## config.mk

```make
export PLATFORM = sky130hd
export DESIGN_NAME = mps_sequencer
export DESIGN_NICKNAME = d
export VERILOG_FILES = /design/src/shared/mps_pkg.sv /design/src/shared/mps_cfg_if.sv /design/src/core/mps_sequencer.sv /design/src/core/mps_step_table.sv
export SDC_FILE = /design/constraint.sdc
export NUM_CORES = 1
export LEC_CHECK = 0
export ABC_CLOCK_PERIOD_IN_PS = 28800
export BUFFER_PORTS_ARGS = -buffer_cell sky130_fd_sc_hd__buf_2
export CAP_MARGIN = 30
export CORE_MARGIN = 2
export CORE_UTILIZATION = 30
export CTS_BUF_LIST = sky130_fd_sc_hd__clkbuf_2
export DETAILED_ROUTE_END_ITERATION = 7
export HOLD_SLACK_MARGIN = 0.1
export PLACE_DENSITY = 0.43
export SETUP_SLACK_MARGIN = 0.05
export SYNTH_ARGS = -nofsm -noshare
export SYNTH_HDL_FRONTEND = slang
export SYNTH_HIERARCHICAL = 1
export SYNTH_SLANG_ARGS = --single-unit
```

## constraint.sdc

```tcl
create_clock -name clk -period 28.8 [get_ports clk]
set_clock_uncertainty 0.1 [all_clocks]
set_input_delay 7.2 -clock clk [delete_from_list [all_inputs] [get_ports clk]]
set_output_delay 7.2 -clock clk [all_outputs]
set_load 0.02 [all_outputs]
```

## src/shared/mps_pkg.sv

```systemverilog
// Shared constants and types of the motion program sequencer
`default_nettype none
package mps_pkg;
	// ==========================================================
	// Sizes
	localparam int STEPS = 16;
	localparam int IDX_W = 4;
	localparam int ADDR_W = 8;
	localparam int DATA_W = 32;
	localparam int CFG_W = 17;
	localparam int IRQ_W = 3;
	localparam int OUT_N = 2;

	// ==========================================================
	// Register offsets (byte addresses)
	localparam logic [ADDR_W-1:0] REG_CTRL = 8'h00;
	localparam logic [ADDR_W-1:0] REG_STATUS = 8'h04;
	localparam logic [ADDR_W-1:0] REG_IRQ_STAT = 8'h08;
	localparam logic [ADDR_W-1:0] REG_IRQ_CLR = 8'h0C;
	localparam logic [ADDR_W-1:0] REG_IRQ_EN = 8'h10;
	localparam logic [ADDR_W-1:0] REG_STEP_BASE = 8'h40;
	localparam logic [ADDR_W-1:0] REG_STEP_MASK = 8'hC3;
	localparam int STEP_IDX_LSB = 2;

	// ==========================================================
	// Control and status fields
	localparam int CTRL_GO_BIT = 0;
	localparam int CTRL_IDX_LSB = 4;
	localparam int STAT_RUN_BIT = 0;
	localparam int STAT_IDX_LSB = 4;
	localparam int STAT_REC_LSB = 8;

	// ==========================================================
	// Step configuration word layout
	localparam int CFG_NXT1_LSB = 0;
	localparam int CFG_NXT1_VLD = 4;
	localparam int CFG_NXT2_LSB = 5;
	localparam int CFG_NXT2_VLD = 9;
	localparam int CFG_MODE_LSB = 10;
	localparam int CFG_STOP_IGN = 12;
	localparam int CFG_OUT0_LSB = 13;
	localparam int CFG_OUT1_LSB = 15;
	localparam logic [CFG_W-1:0] CFG_RESET = 17'h00000;

	// ==========================================================
	// Input pin positions and fixed entry step
	localparam int DIN_BRANCH_A = 2;
	localparam int DIN_BRANCH_B = 3;
	localparam logic [IDX_W-1:0] HOME_STEP = 4'h0;

	// ==========================================================
	// Interrupt bits
	localparam int IRQ_DONE = 0;
	localparam int IRQ_END = 1;
	localparam int IRQ_HALT = 2;

	// ==========================================================
	// Enumerations
	typedef enum logic [1:0] {
		MODE_CONT,
		MODE_IGNORE,
		MODE_IMMEDIATE,
		MODE_DEFERRED
	} mps_mode_type;

	typedef enum logic [1:0] {
		MSG_TARGET,
		MSG_REMAIN,
		MSG_ACTIVE,
		MSG_OFF
	} mps_msg_type;

	typedef enum logic [1:0] {
		REC_NONE,
		REC_A,
		REC_B
	} mps_rec_type;
endpackage
`default_nettype wire

```

## src/shared/mps_cfg_if.sv

```systemverilog
// Connection between the sequencer and its step table
`timescale 1ns/1ps
`default_nettype none
interface mps_cfg_if;
	logic wrEn;
	logic [mps_pkg::IDX_W-1:0] wrIdx;
	logic [mps_pkg::CFG_W-1:0] wrData;
	logic [mps_pkg::IDX_W-1:0] curIdx;
	logic [mps_pkg::CFG_W-1:0] curCfg;
	logic [mps_pkg::IDX_W-1:0] rdIdx;
	logic [mps_pkg::CFG_W-1:0] rdCfg;

	modport table_side (
		input wrEn, wrIdx, wrData, curIdx, rdIdx,
		output curCfg, rdCfg
	);
	modport seq_side (
		output wrEn, wrIdx, wrData, curIdx, rdIdx,
		input curCfg, rdCfg
	);
endinterface
`default_nettype wire

```

## src/core/mps_sequencer.sv

```systemverilog
// Motion program sequencer: chains position sets and branches
// Function
// - Run linked steps one after another
// - Each step holds two successor indices
// - Branch input one/two picks successor one/two
// - Branch inputs are general inputs 2, 3
// - Terminating and circular chains both allowed
// - Two outputs, per-step message choice
// - Start from home, start with selector index, or bus
// - Stop input halts a running program
// - Per-step option ignores stop input
// - Immediate mode jumps on branch edge
// - Ignore mode takes successor one
// - Continue mode: single successor, unconditional
// - Deferred mode evaluates latest recorded edge
// - Start rising edge latches selector index
// - Four selector inputs encode sixteen sets
// - Deferred mode selectable per step
`timescale 1ns/1ps
`default_nettype none
module mps_sequencer (
	input wire logic clk,
	input wire logic rst,
	input wire logic [mps_pkg::ADDR_W-1:0] busAddr,
	input wire logic [mps_pkg::DATA_W-1:0] busWrData,
	input wire logic busWr,
	input wire logic busRd,
	output logic [mps_pkg::DATA_W-1:0] busRdData,
	input wire logic [mps_pkg::IDX_W-1:0] gpInput,
	input wire logic startIn,
	input wire logic homeIn,
	input wire logic stopIn,
	input wire logic targetReachedIn,
	input wire logic remainReachedIn,
	output logic stepGo,
	output logic stepAbort,
	output logic [mps_pkg::IDX_W-1:0] stepIndex,
	output logic [mps_pkg::OUT_N-1:0] digOut,
	output logic runningOut,
	output logic irq
);
	// ==========================================================
	// State type and registers
	typedef enum logic [1:0] {
		SEQ_IDLE,
		SEQ_LAUNCH,
		SEQ_MOVE
	} mps_state_type;

	mps_state_type stateFf;
	mps_state_type nxtState;
	logic [mps_pkg::IDX_W-1:0] idxFf;
	logic [mps_pkg::IDX_W-1:0] nxtIdx;
	mps_pkg::mps_rec_type recFf;
	mps_pkg::mps_rec_type nxtRec;
	logic prevAFf;
	logic prevBFf;
	logic prevStartFf;
	logic prevHomeFf;
	logic goFf;
	logic abortFf;
	logic [mps_pkg::OUT_N-1:0] outFf;
	logic runFf;
	logic irqFf;
	logic [mps_pkg::IRQ_W-1:0] irqStatFf;
	logic [mps_pkg::IRQ_W-1:0] irqEnFf;
	logic busGoFf;
	logic [mps_pkg::IDX_W-1:0] busIdxFf;
	logic [mps_pkg::DATA_W-1:0] rdDataFf;

	// ==========================================================
	// Step table
	mps_cfg_if cfgBus ();

	mps_step_table u_table (
		.clk(clk),
		.rst(rst),
		.cfg(cfgBus)
	);

	// ==========================================================
	// Register decode
	wire logic hitCtrl = busAddr == mps_pkg::REG_CTRL;
	wire logic hitStatus = busAddr == mps_pkg::REG_STATUS;
	wire logic hitIrqStat = busAddr == mps_pkg::REG_IRQ_STAT;
	wire logic hitIrqClr = busAddr == mps_pkg::REG_IRQ_CLR;
	wire logic hitIrqEn = busAddr == mps_pkg::REG_IRQ_EN;
	wire logic hitStep = (busAddr & mps_pkg::REG_STEP_MASK) == mps_pkg::REG_STEP_BASE;
	wire logic [mps_pkg::IDX_W-1:0] busStepIdx =
		busAddr[mps_pkg::STEP_IDX_LSB +: mps_pkg::IDX_W];
	wire logic wrCtrl = busWr && hitCtrl;
	wire logic wrIrqClr = busWr && hitIrqClr;
	wire logic wrIrqEn = busWr && hitIrqEn;

	// Step settings go straight into the table
	assign cfgBus.wrEn = busWr && hitStep;
	assign cfgBus.wrIdx = busStepIdx;
	assign cfgBus.wrData = busWrData[mps_pkg::CFG_W-1:0];
	assign cfgBus.rdIdx = busStepIdx;
	assign cfgBus.curIdx = idxFf;

	// ==========================================================
	// Fields of the running step
	wire logic [mps_pkg::CFG_W-1:0] cur = cfgBus.curCfg;
	wire logic [mps_pkg::IDX_W-1:0] next1Idx = cur[mps_pkg::CFG_NXT1_LSB +: mps_pkg::IDX_W];
	wire logic next1Vld = cur[mps_pkg::CFG_NXT1_VLD];
	wire logic [mps_pkg::IDX_W-1:0] next2Idx = cur[mps_pkg::CFG_NXT2_LSB +: mps_pkg::IDX_W];
	wire logic next2Vld = cur[mps_pkg::CFG_NXT2_VLD];
	wire mps_pkg::mps_mode_type curMode =
		mps_pkg::mps_mode_type'(cur[mps_pkg::CFG_MODE_LSB +: 2]);
	wire logic stopIgnore = cur[mps_pkg::CFG_STOP_IGN];
	wire mps_pkg::mps_msg_type msgSel0 =
		mps_pkg::mps_msg_type'(cur[mps_pkg::CFG_OUT0_LSB +: 2]);
	wire mps_pkg::mps_msg_type msgSel1 =
		mps_pkg::mps_msg_type'(cur[mps_pkg::CFG_OUT1_LSB +: 2]);

	// ==========================================================
	// Input conditioning
	// Branch signals come from general inputs 2 and 3
	wire logic branchSelA = gpInput[mps_pkg::DIN_BRANCH_A];
	wire logic branchSelB = gpInput[mps_pkg::DIN_BRANCH_B];
	// Edges are seen in the first cycle the input is high after a low sample
	wire logic edgeA = branchSelA && !prevAFf;
	wire logic edgeB = branchSelB && !prevBFf;
	wire logic startEdge = startIn && !prevStartFf;
	wire logic homeEdge = homeIn && !prevHomeFf;
	wire logic running = stateFf != SEQ_IDLE;
	wire logic moving = stateFf == SEQ_MOVE;

	// Previous levels for edge detection
	always_ff @(posedge clk or posedge rst) begin
		if (rst) begin
			prevAFf <= 1'b0;
			prevBFf <= 1'b0;
			prevStartFf <= 1'b0;
			prevHomeFf <= 1'b0;
		end else begin
			prevAFf <= branchSelA;
			prevBFf <= branchSelB;
			prevStartFf <= startIn;
			prevHomeFf <= homeIn;
		end
	end

	// ==========================================================
	// Start sources, home wins over start, start over the bus
	wire logic anyStart = (homeEdge || startEdge || busGoFf) && !stopIn;
	wire logic [mps_pkg::IDX_W-1:0] startIdx =
		homeEdge ? mps_pkg::HOME_STEP :
		startEdge ? gpInput :
		busIdxFf;

	// Stop halts unless the step is marked to ride through it
	wire logic haltReq = running && stopIn && !stopIgnore;

	// ==========================================================
	// Successor choice at the end of a step
	logic pickB;
	always_comb begin
		pickB = 1'b0;
		unique case (curMode)
			mps_pkg::MODE_CONT: pickB = 1'b0;
			mps_pkg::MODE_IGNORE: pickB = 1'b0;
			// Level evaluation when the target comes first
			mps_pkg::MODE_IMMEDIATE: pickB = branchSelB && !branchSelA;
			mps_pkg::MODE_DEFERRED: pickB = recFf == mps_pkg::REC_B;
		endcase
	end

	wire logic [mps_pkg::IDX_W-1:0] succIdx = pickB ? next2Idx : next1Idx;
	wire logic succVld = pickB ? next2Vld : next1Vld;

	// Immediate mode aborts the step on a rising branch input
	wire logic immMode = curMode == mps_pkg::MODE_IMMEDIATE;
	wire logic immA = immMode && edgeA && next1Vld;
	wire logic immB = immMode && edgeB && next2Vld && !immA;
	wire logic immJump = moving && (immA || immB);
	wire logic [mps_pkg::IDX_W-1:0] immIdx = immA ? next1Idx : next2Idx;

	// ==========================================================
	// Sequencing
	logic evDone;
	logic evEnd;
	logic evHalt;
	logic launch;
	always_comb begin
		nxtState = stateFf;
		nxtIdx = idxFf;
		evDone = 1'b0;
		evEnd = 1'b0;
		evHalt = 1'b0;
		launch = 1'b0;
		if (haltReq) begin
			nxtState = SEQ_IDLE;
			evHalt = 1'b1;
		end else if (anyStart) begin
			nxtIdx = startIdx;
			nxtState = SEQ_LAUNCH;
			launch = 1'b1;
		end else begin
			unique case (stateFf)
				SEQ_IDLE: nxtState = SEQ_IDLE;
				SEQ_LAUNCH: nxtState = SEQ_MOVE;
				SEQ_MOVE: begin
					if (immJump) begin
						nxtIdx = immIdx;
						nxtState = SEQ_LAUNCH;
						launch = 1'b1;
					end else if (targetReachedIn) begin
						evDone = 1'b1;
						if (succVld) begin
							// A link back to an earlier step loops forever
							nxtIdx = succIdx;
							nxtState = SEQ_LAUNCH;
							launch = 1'b1;
						end else begin
							nxtState = SEQ_IDLE;
							evEnd = 1'b1;
						end
					end
				end
			endcase
		end
	end

	// Latest branch edge while the step moves; cleared per step
	always_comb begin
		nxtRec = recFf;
		if (launch || stateFf == SEQ_IDLE) begin
			nxtRec = mps_pkg::REC_NONE;
		end else if (edgeB) begin
			nxtRec = mps_pkg::REC_B;
		end else if (edgeA) begin
			nxtRec = mps_pkg::REC_A;
		end
	end

	always_ff @(posedge clk or posedge rst) begin
		if (rst) begin
			stateFf <= SEQ_IDLE;
			idxFf <= mps_pkg::HOME_STEP;
			recFf <= mps_pkg::REC_NONE;
		end else begin
			stateFf <= nxtState;
			idxFf <= nxtIdx;
			recFf <= nxtRec;
		end
	end

	// ==========================================================
	// Handshake to the positioning controller
	// One-cycle pulses; the controller drops its reached flag on go
	always_ff @(posedge clk or posedge rst) begin
		if (rst) begin
			goFf <= 1'b0;
			abortFf <= 1'b0;
		end else begin
			goFf <= launch;
			abortFf <= evHalt;
		end
	end

	// ==========================================================
	// Message outputs, chosen per step
	logic [mps_pkg::OUT_N-1:0] msgLevel;
	mps_pkg::mps_msg_type msgSel [mps_pkg::OUT_N];
	assign msgSel[0] = msgSel0;
	assign msgSel[1] = msgSel1;

	genvar go;
	generate
		for (go = 0; go < mps_pkg::OUT_N; go++) begin : g_msg
			always_comb begin
				msgLevel[go] = 1'b0;
				unique case (msgSel[go])
					mps_pkg::MSG_TARGET: msgLevel[go] = targetReachedIn;
					mps_pkg::MSG_REMAIN: msgLevel[go] = remainReachedIn;
					mps_pkg::MSG_ACTIVE: msgLevel[go] = 1'b1;
					mps_pkg::MSG_OFF: msgLevel[go] = 1'b0;
				endcase
			end
		end
	endgenerate

	// Outputs rest low while no program runs, from the second idle cycle on; the first idle cycle keeps the last levels
	always_ff @(posedge clk or posedge rst) begin
		if (rst) begin
			outFf <= '0;
			runFf <= 1'b0;
		end else begin
			outFf <= running ? msgLevel : '0;
			runFf <= nxtState != SEQ_IDLE;
		end
	end

	// ==========================================================
	// Bus start request, taken once then dropped
	always_ff @(posedge clk or posedge rst) begin
		if (rst) begin
			busGoFf <= 1'b0;
			busIdxFf <= mps_pkg::HOME_STEP;
		end else if (wrCtrl) begin
			busGoFf <= busWrData[mps_pkg::CTRL_GO_BIT];
			busIdxFf <= busWrData[mps_pkg::CTRL_IDX_LSB +: mps_pkg::IDX_W];
		end else begin
			busGoFf <= 1'b0;
		end
	end

	// ==========================================================
	// Interrupts: sticky events, set beats a clear in the same cycle
	wire logic [mps_pkg::IRQ_W-1:0] irqEvents = {evHalt, evEnd, evDone};
	wire logic [mps_pkg::IRQ_W-1:0] irqClr =
		wrIrqClr ? busWrData[mps_pkg::IRQ_W-1:0] : '0;
	wire logic [mps_pkg::IRQ_W-1:0] nxtIrqStat = (irqStatFf & ~irqClr) | irqEvents;

	always_ff @(posedge clk or posedge rst) begin
		if (rst) begin
			irqStatFf <= '0;
			irqEnFf <= '0;
			irqFf <= 1'b0;
		end else begin
			irqStatFf <= nxtIrqStat;
			irqEnFf <= wrIrqEn ? busWrData[mps_pkg::IRQ_W-1:0] : irqEnFf;
			irqFf <= |(nxtIrqStat & (wrIrqEn ? busWrData[mps_pkg::IRQ_W-1:0] : irqEnFf));
		end
	end

	// ==========================================================
	// Read data, valid the cycle after the strobe only
	wire logic [mps_pkg::DATA_W-1:0] statusWord =
		(mps_pkg::DATA_W)'(runFf) << mps_pkg::STAT_RUN_BIT |
		(mps_pkg::DATA_W)'(idxFf) << mps_pkg::STAT_IDX_LSB |
		(mps_pkg::DATA_W)'(recFf) << mps_pkg::STAT_REC_LSB;
	wire logic [mps_pkg::DATA_W-1:0] ctrlWord =
		(mps_pkg::DATA_W)'(busIdxFf) << mps_pkg::CTRL_IDX_LSB;
	wire logic [mps_pkg::DATA_W-1:0] rdMux =
		hitCtrl ? ctrlWord :
		hitStatus ? statusWord :
		hitIrqStat ? (mps_pkg::DATA_W)'(irqStatFf) :
		hitIrqEn ? (mps_pkg::DATA_W)'(irqEnFf) :
		hitStep ? (mps_pkg::DATA_W)'(cfgBus.rdCfg) :
		'0;

	always_ff @(posedge clk or posedge rst) begin
		if (rst) begin
			rdDataFf <= '0;
		end else begin
			rdDataFf <= busRd ? rdMux : '0;
		end
	end

	// ==========================================================
	// Port drive
	assign busRdData = rdDataFf;
	assign stepGo = goFf;
	assign stepAbort = abortFf;
	assign stepIndex = idxFf;
	assign digOut = outFf;
	assign runningOut = runFf;
	assign irq = irqFf;
endmodule // mps_sequencer
`default_nettype wire

```

## src/core/mps_step_table.sv

```systemverilog
// Flip-flop table of per-step motion program settings
`timescale 1ns/1ps
`default_nettype none
module mps_step_table (
	input wire logic clk,
	input wire logic rst,
	mps_cfg_if.table_side cfg
);
	// ==========================================================
	// Storage, one word per position set
	logic [mps_pkg::CFG_W-1:0] entryFf [mps_pkg::STEPS];

	genvar gi;
	generate
		for (gi = 0; gi < mps_pkg::STEPS; gi++) begin : g_entry
			// Write when the slot index matches
			always_ff @(posedge clk or posedge rst) begin
				if (rst) begin
					entryFf[gi] <= mps_pkg::CFG_RESET;
				end else if (cfg.wrEn && cfg.wrIdx == (mps_pkg::IDX_W)'(gi)) begin
					entryFf[gi] <= cfg.wrData;
				end
			end
		end
	endgenerate

	// Two read ports: running step and software readback
	assign cfg.curCfg = entryFf[cfg.curIdx];
	assign cfg.rdCfg = entryFf[cfg.rdIdx];
endmodule // mps_step_table
`default_nettype wire

```

==> flow_summary.rst <==
.. list-table::
   :header-rows: 1

   * - Metric
     - Value
   * - Switch share
     - 31.36%
   * - Fraction of power consumed by the clock network
     - 35.2%
   * - Clock input transition at the sequential cells of the worst setup and hold paths
     - 0.09 ns
   * - Period utilisation layout
     - 33.57%
   * - Layout area overhead
     - 10.83%
   * - Maximum frequency from static timing analysis
     - 103.4 MHz
   * - Initial antenna violation count
     - 2
   * - Most frequent standard cell in the layout excluding fill and tap cells
     - dfrtp_1
   * - Starting density of the core
     - 30.21%
   * - Maximum capacitance violations
     - 0
   * - Utilization of the core after routing
     - 33.48%
   * - Layout filler cell count
     - 5,472
   * - Die Footprint
     - 57,160 µm²
   * - Number of buffers created by CTS
     - 95
   * - Sum of overflow across all layers after global routing
     - 0
   * - First-pass GRT wire length
     - 76.84 mm
   * - Count of input and output buffers
     - 64
   * - Site Rows
     - 86
   * - Setup TNS Final
     - 0 ns
   * - Gpl congestion
     - 0.7653
   * - Floorplan core area
     - 54,880 µm²
   * - Layout net count
     - 1,278
   * - Mean cell area of the mapped netlist
     - 14.80 µm²
   * - Reg-to-reg critical path endpoint
     - stepIndex[0]
   * - Number of buffer and inverter instances along the worst setup path
     - 1
   * - Cell family with most CP delay
     - flip-flops
   * - Library cell contributing the largest single delay on the critical path
     - dfrtp_4
   * - Startpoint class of the critical path
     - register
   * - Total wire length after detailed routing
     - 52.19 mm
   * - Clock Sink Count
     - 318
   * - Combinational cell fraction of total power
     - 14.0%
   * - Number of flip-flops and latches in the synthesized netlist
     - 318
   * - DRC Markers
     - 0
   * - Number of primary I/O pins
     - 95
   * - Largest stage delay, worst path
     - 1.00 ns
   * - Cells traversed along the worst timing path
     - buf_2
   * - Arrival @ worst endpoint
     - 2.37 ns
   * - Launch point of the worst path
     - stepIndex[0]
   * - Worst Tran Pin Value
     - 0.9822 ns
   * - Reg-to-reg setup timing slack
     - 24.26 ns
   * - Wire length per cell
     - 26.25 µm
   * - Type of element capturing the critical path
     - output pin
   * - Number of hold violations in the final report
     - 0
   * - CTS tree
     - done
   * - Class of the most critical setup path
     - reg2out
   * - Critical path capture point
     - stepIndex[0]
   * - Status
     - finished, final reports clean
   * - Stages on worst setup path
     - 1
   * - Proportion of synthesized chip area in sequential cells
     - 48.00%
   * - Critical-path maximum fanout
     - 36
   * - Pin count of the biggest net entering global routing
     - 109
   * - Pwr/cell area
     - 52.82 nW/µm²
   * - Leading cell types in the layout, fill and taps excluded
     - 316 x dfrtp_1, 259 x mux2_2, 143 x clkbuf_2, 136 x mux4_2, 76 x a22oi_1
   * - Clock insertion delay at the later pin of the skew report
     - 1.09 ns
   * - Clock tree root buffer cell
     - clkbuf_2
   * - Number of flops mapped to enable cells by yosys
     - 0
   * - Rel. slew slack
     - 34.52%
   * - Post-DRT Antenna Nets
     - 0
   * - DR vias/cell
     - 5.405
   * - Hold-fix buffers, CTS
     - 0
   * - Clk buf depth
     - 3
   * - Deepest level of the CTS H-tree
     - 3
   * - Detailed-route via count
     - 10,750
   * - Die Height
     - 239.1 µm
   * - Post-Layout Cell Count
     - 1,988
   * - DRT Pass-1 Iters
     - 5
   * - Worst reg-to-reg path cell count
     - 9
   * - Leakage power
     - 8.664 nW
   * - Sequential power share
     - 50.8%
   * - Pins Over Slew Limit
     - 0
   * - DIE WIDTH
     - 239.1 µm
   * - RSZ-0062 raised after global routing
     - false
   * - Final setup viols
     - 0
   * - Power Internal
     - 666.1 µW
   * - Post-DP HPWL
     - 31.33 mm
   * - Synthesis Warnings
     - 6
   * - Number of instances in the placed design
     - 1,829
   * - Worst min path class
     - reg2reg
   * - Shortest clock period the worst path allows after layout
     - 9.667 ns
   * - Number of global-route vias before repair
     - 11,390
   * - Worst supply voltage drop on vdd
     - 0.02076 mV
   * - Net Sw Power
     - 304.3 µW
   * - Overall routing resource usage
     - 18.68%
   * - Fraction of registers with async set or reset after synthesis
     - 100.0%
   * - Setup bufs post-CTS
     - 0
   * - Predominant post-synthesis flop cell
     - dfrtp_1
   * - Post-synthesis cell area
     - 16,580 µm²
   * - Quantity of gates resized following cts
     - 0
   * - Ratio of cells with drive above 1 in the final layout
     - 53.23%
   * - FF-to-FF Start
     - stepIndex[0]
   * - Number of DRC violations after detailed-routing iteration 0
     - 711
   * - Critical Path RT
     - 21.50 ns
   * - Number of standard cells after synthesis
     - 1,120
   * - Synth cell types
     - 56
metrics by stage:
| stage | total power [mW] | instance area [µm²] | setup WS (ns) | hold slack, ns |
|---|---|---|---|---|
| 3_5_place_dp | 0.6390 | 17570 | 18.45 | 0.3981 |
| 2_1_floorplan | 0.5899 | 16630 | 14.00 | 0.3758 |
| 3_3_place_gp | 0.6372 | 17570 | 18.42 | 0.3877 |
| 6_report | 0.9705 | 18370 | 19.13 | 0.4137 |
| 5_1_grt | 1.025 | 18370 | 18.94 | 0.4354 |
| 4_1_cts | 0.9912 | 18370 | 18.91 | 0.4166 |
worst min path at each step:
stage,startpoint,end,slack (ns),depth (start not counted)
final,u_table/entryFf[237],u_table/entryFf[237],0.41,1
after global routing,u_table/entryFf[54],u_table/entryFf[54],0.44,1
after CTS,u_table/entryFf[237],u_table/entryFf[237],0.42,1
after detailed placement,u_table/entryFf[237],u_table/entryFf[237],0.40,1
after global placement,u_table/entryFf[55],u_table/entryFf[55],0.39,1
after floorplan,u_table/entryFf[225],u_table/entryFf[225],0.38,1
flip-flops by register name (all words and copies together) (netlist names), 2 cells and up:
name             count
irqStatFf            3
busIdxFf             4
stepIndex            4
stateFf              2
irqEnFf              3
recFf                2
u_table/entryFf    272
busRdData           17
digOut               2
kinds of logic after synthesis:
kind of cell,share of synthesized area [%]
simple gates,4.649
flops,48.00
compound gates,5.434
buf+inv,3.517
other cells,0.02262
mux,38.15
fa+ha+maj,0.2264
layout make-up:
| cell class | instances | area [µm²] | share of cell area (%) |
|---|---|---|---|
| tap | 704 | 880.8 | 4.794 |
| multi-input combinational | 700 | 8108 | 44.13 |
| clock buffer | 143 | 715.7 | 3.895 |
| inverter | 11 | 48.80 | 0.2656 |
| sequential | 318 | 7965 | 43.35 |
| clock inverter | 15 | 83.83 | 0.4562 |
| timing repair buffer | 96 | 569.3 | 3.098 |
| antenna | 1 | 2.502 | 0.01362 |
metal layers:
metal  up-vias  part of all wire [%]  global-route usage, %
li1       4536                     -                      -
met1      5784                    46                  25.61
met2       343                    46                  28.97
met3        83                   6.1                  4.353
met4         0                   2.4                  6.610
met5         -                     0                      0
cells in the mapped netlist, types with 3 or more instances:
master | count | area share (%)
a21boi_0 | 4 | 0.18
a21oi_1 | 5 | 0.15
a22oi_1 | 76 | 3.4
a2bb2oi_1 | 4 | 0.21
and2_1 | 11 | 0.42
and3_1 | 6 | 0.23
buf_1 | 5 | 0.11
buf_2 | 34 | 1.0
buf_4 | 20 | 0.91
buf_6 | 4 | 0.27
clkbuf_1 | 42 | 0.95
dfrtp_1 | 318 | 48
ha_1 | 3 | 0.23
inv_1 | 11 | 0.25
mux2_1 | 12 | 0.82
mux2_2 | 259 | 18
mux2_4 | 10 | 0.91
mux2i_1 | 6 | 0.36
mux4_2 | 136 | 18
nand2_1 | 46 | 1.0
nand2b_1 | 9 | 0.34
nand3b_1 | 6 | 0.27
nand4_1 | 4 | 0.15
nor2_1 | 14 | 0.32
nor2_2 | 9 | 0.34
nor2b_1 | 12 | 0.45
nor3_1 | 4 | 0.12
o21ai_0 | 10 | 0.30
o22a_1 | 3 | 0.16
o22a_2 | 4 | 0.24
or3_1 | 3 | 0.11
power by group through the flow:
stage                     Clock [mW]  Sequential [mW]  Combinational, mW
after global placement             0            0.501              0.136
after CTS                      0.361            0.493              0.137
final                          0.342            0.493              0.136
after detailed placement           0            0.502              0.137
after floorplan                    0            0.489              0.101
after global routing           0.383            0.497              0.145
(Power assumes the default switching activity.)
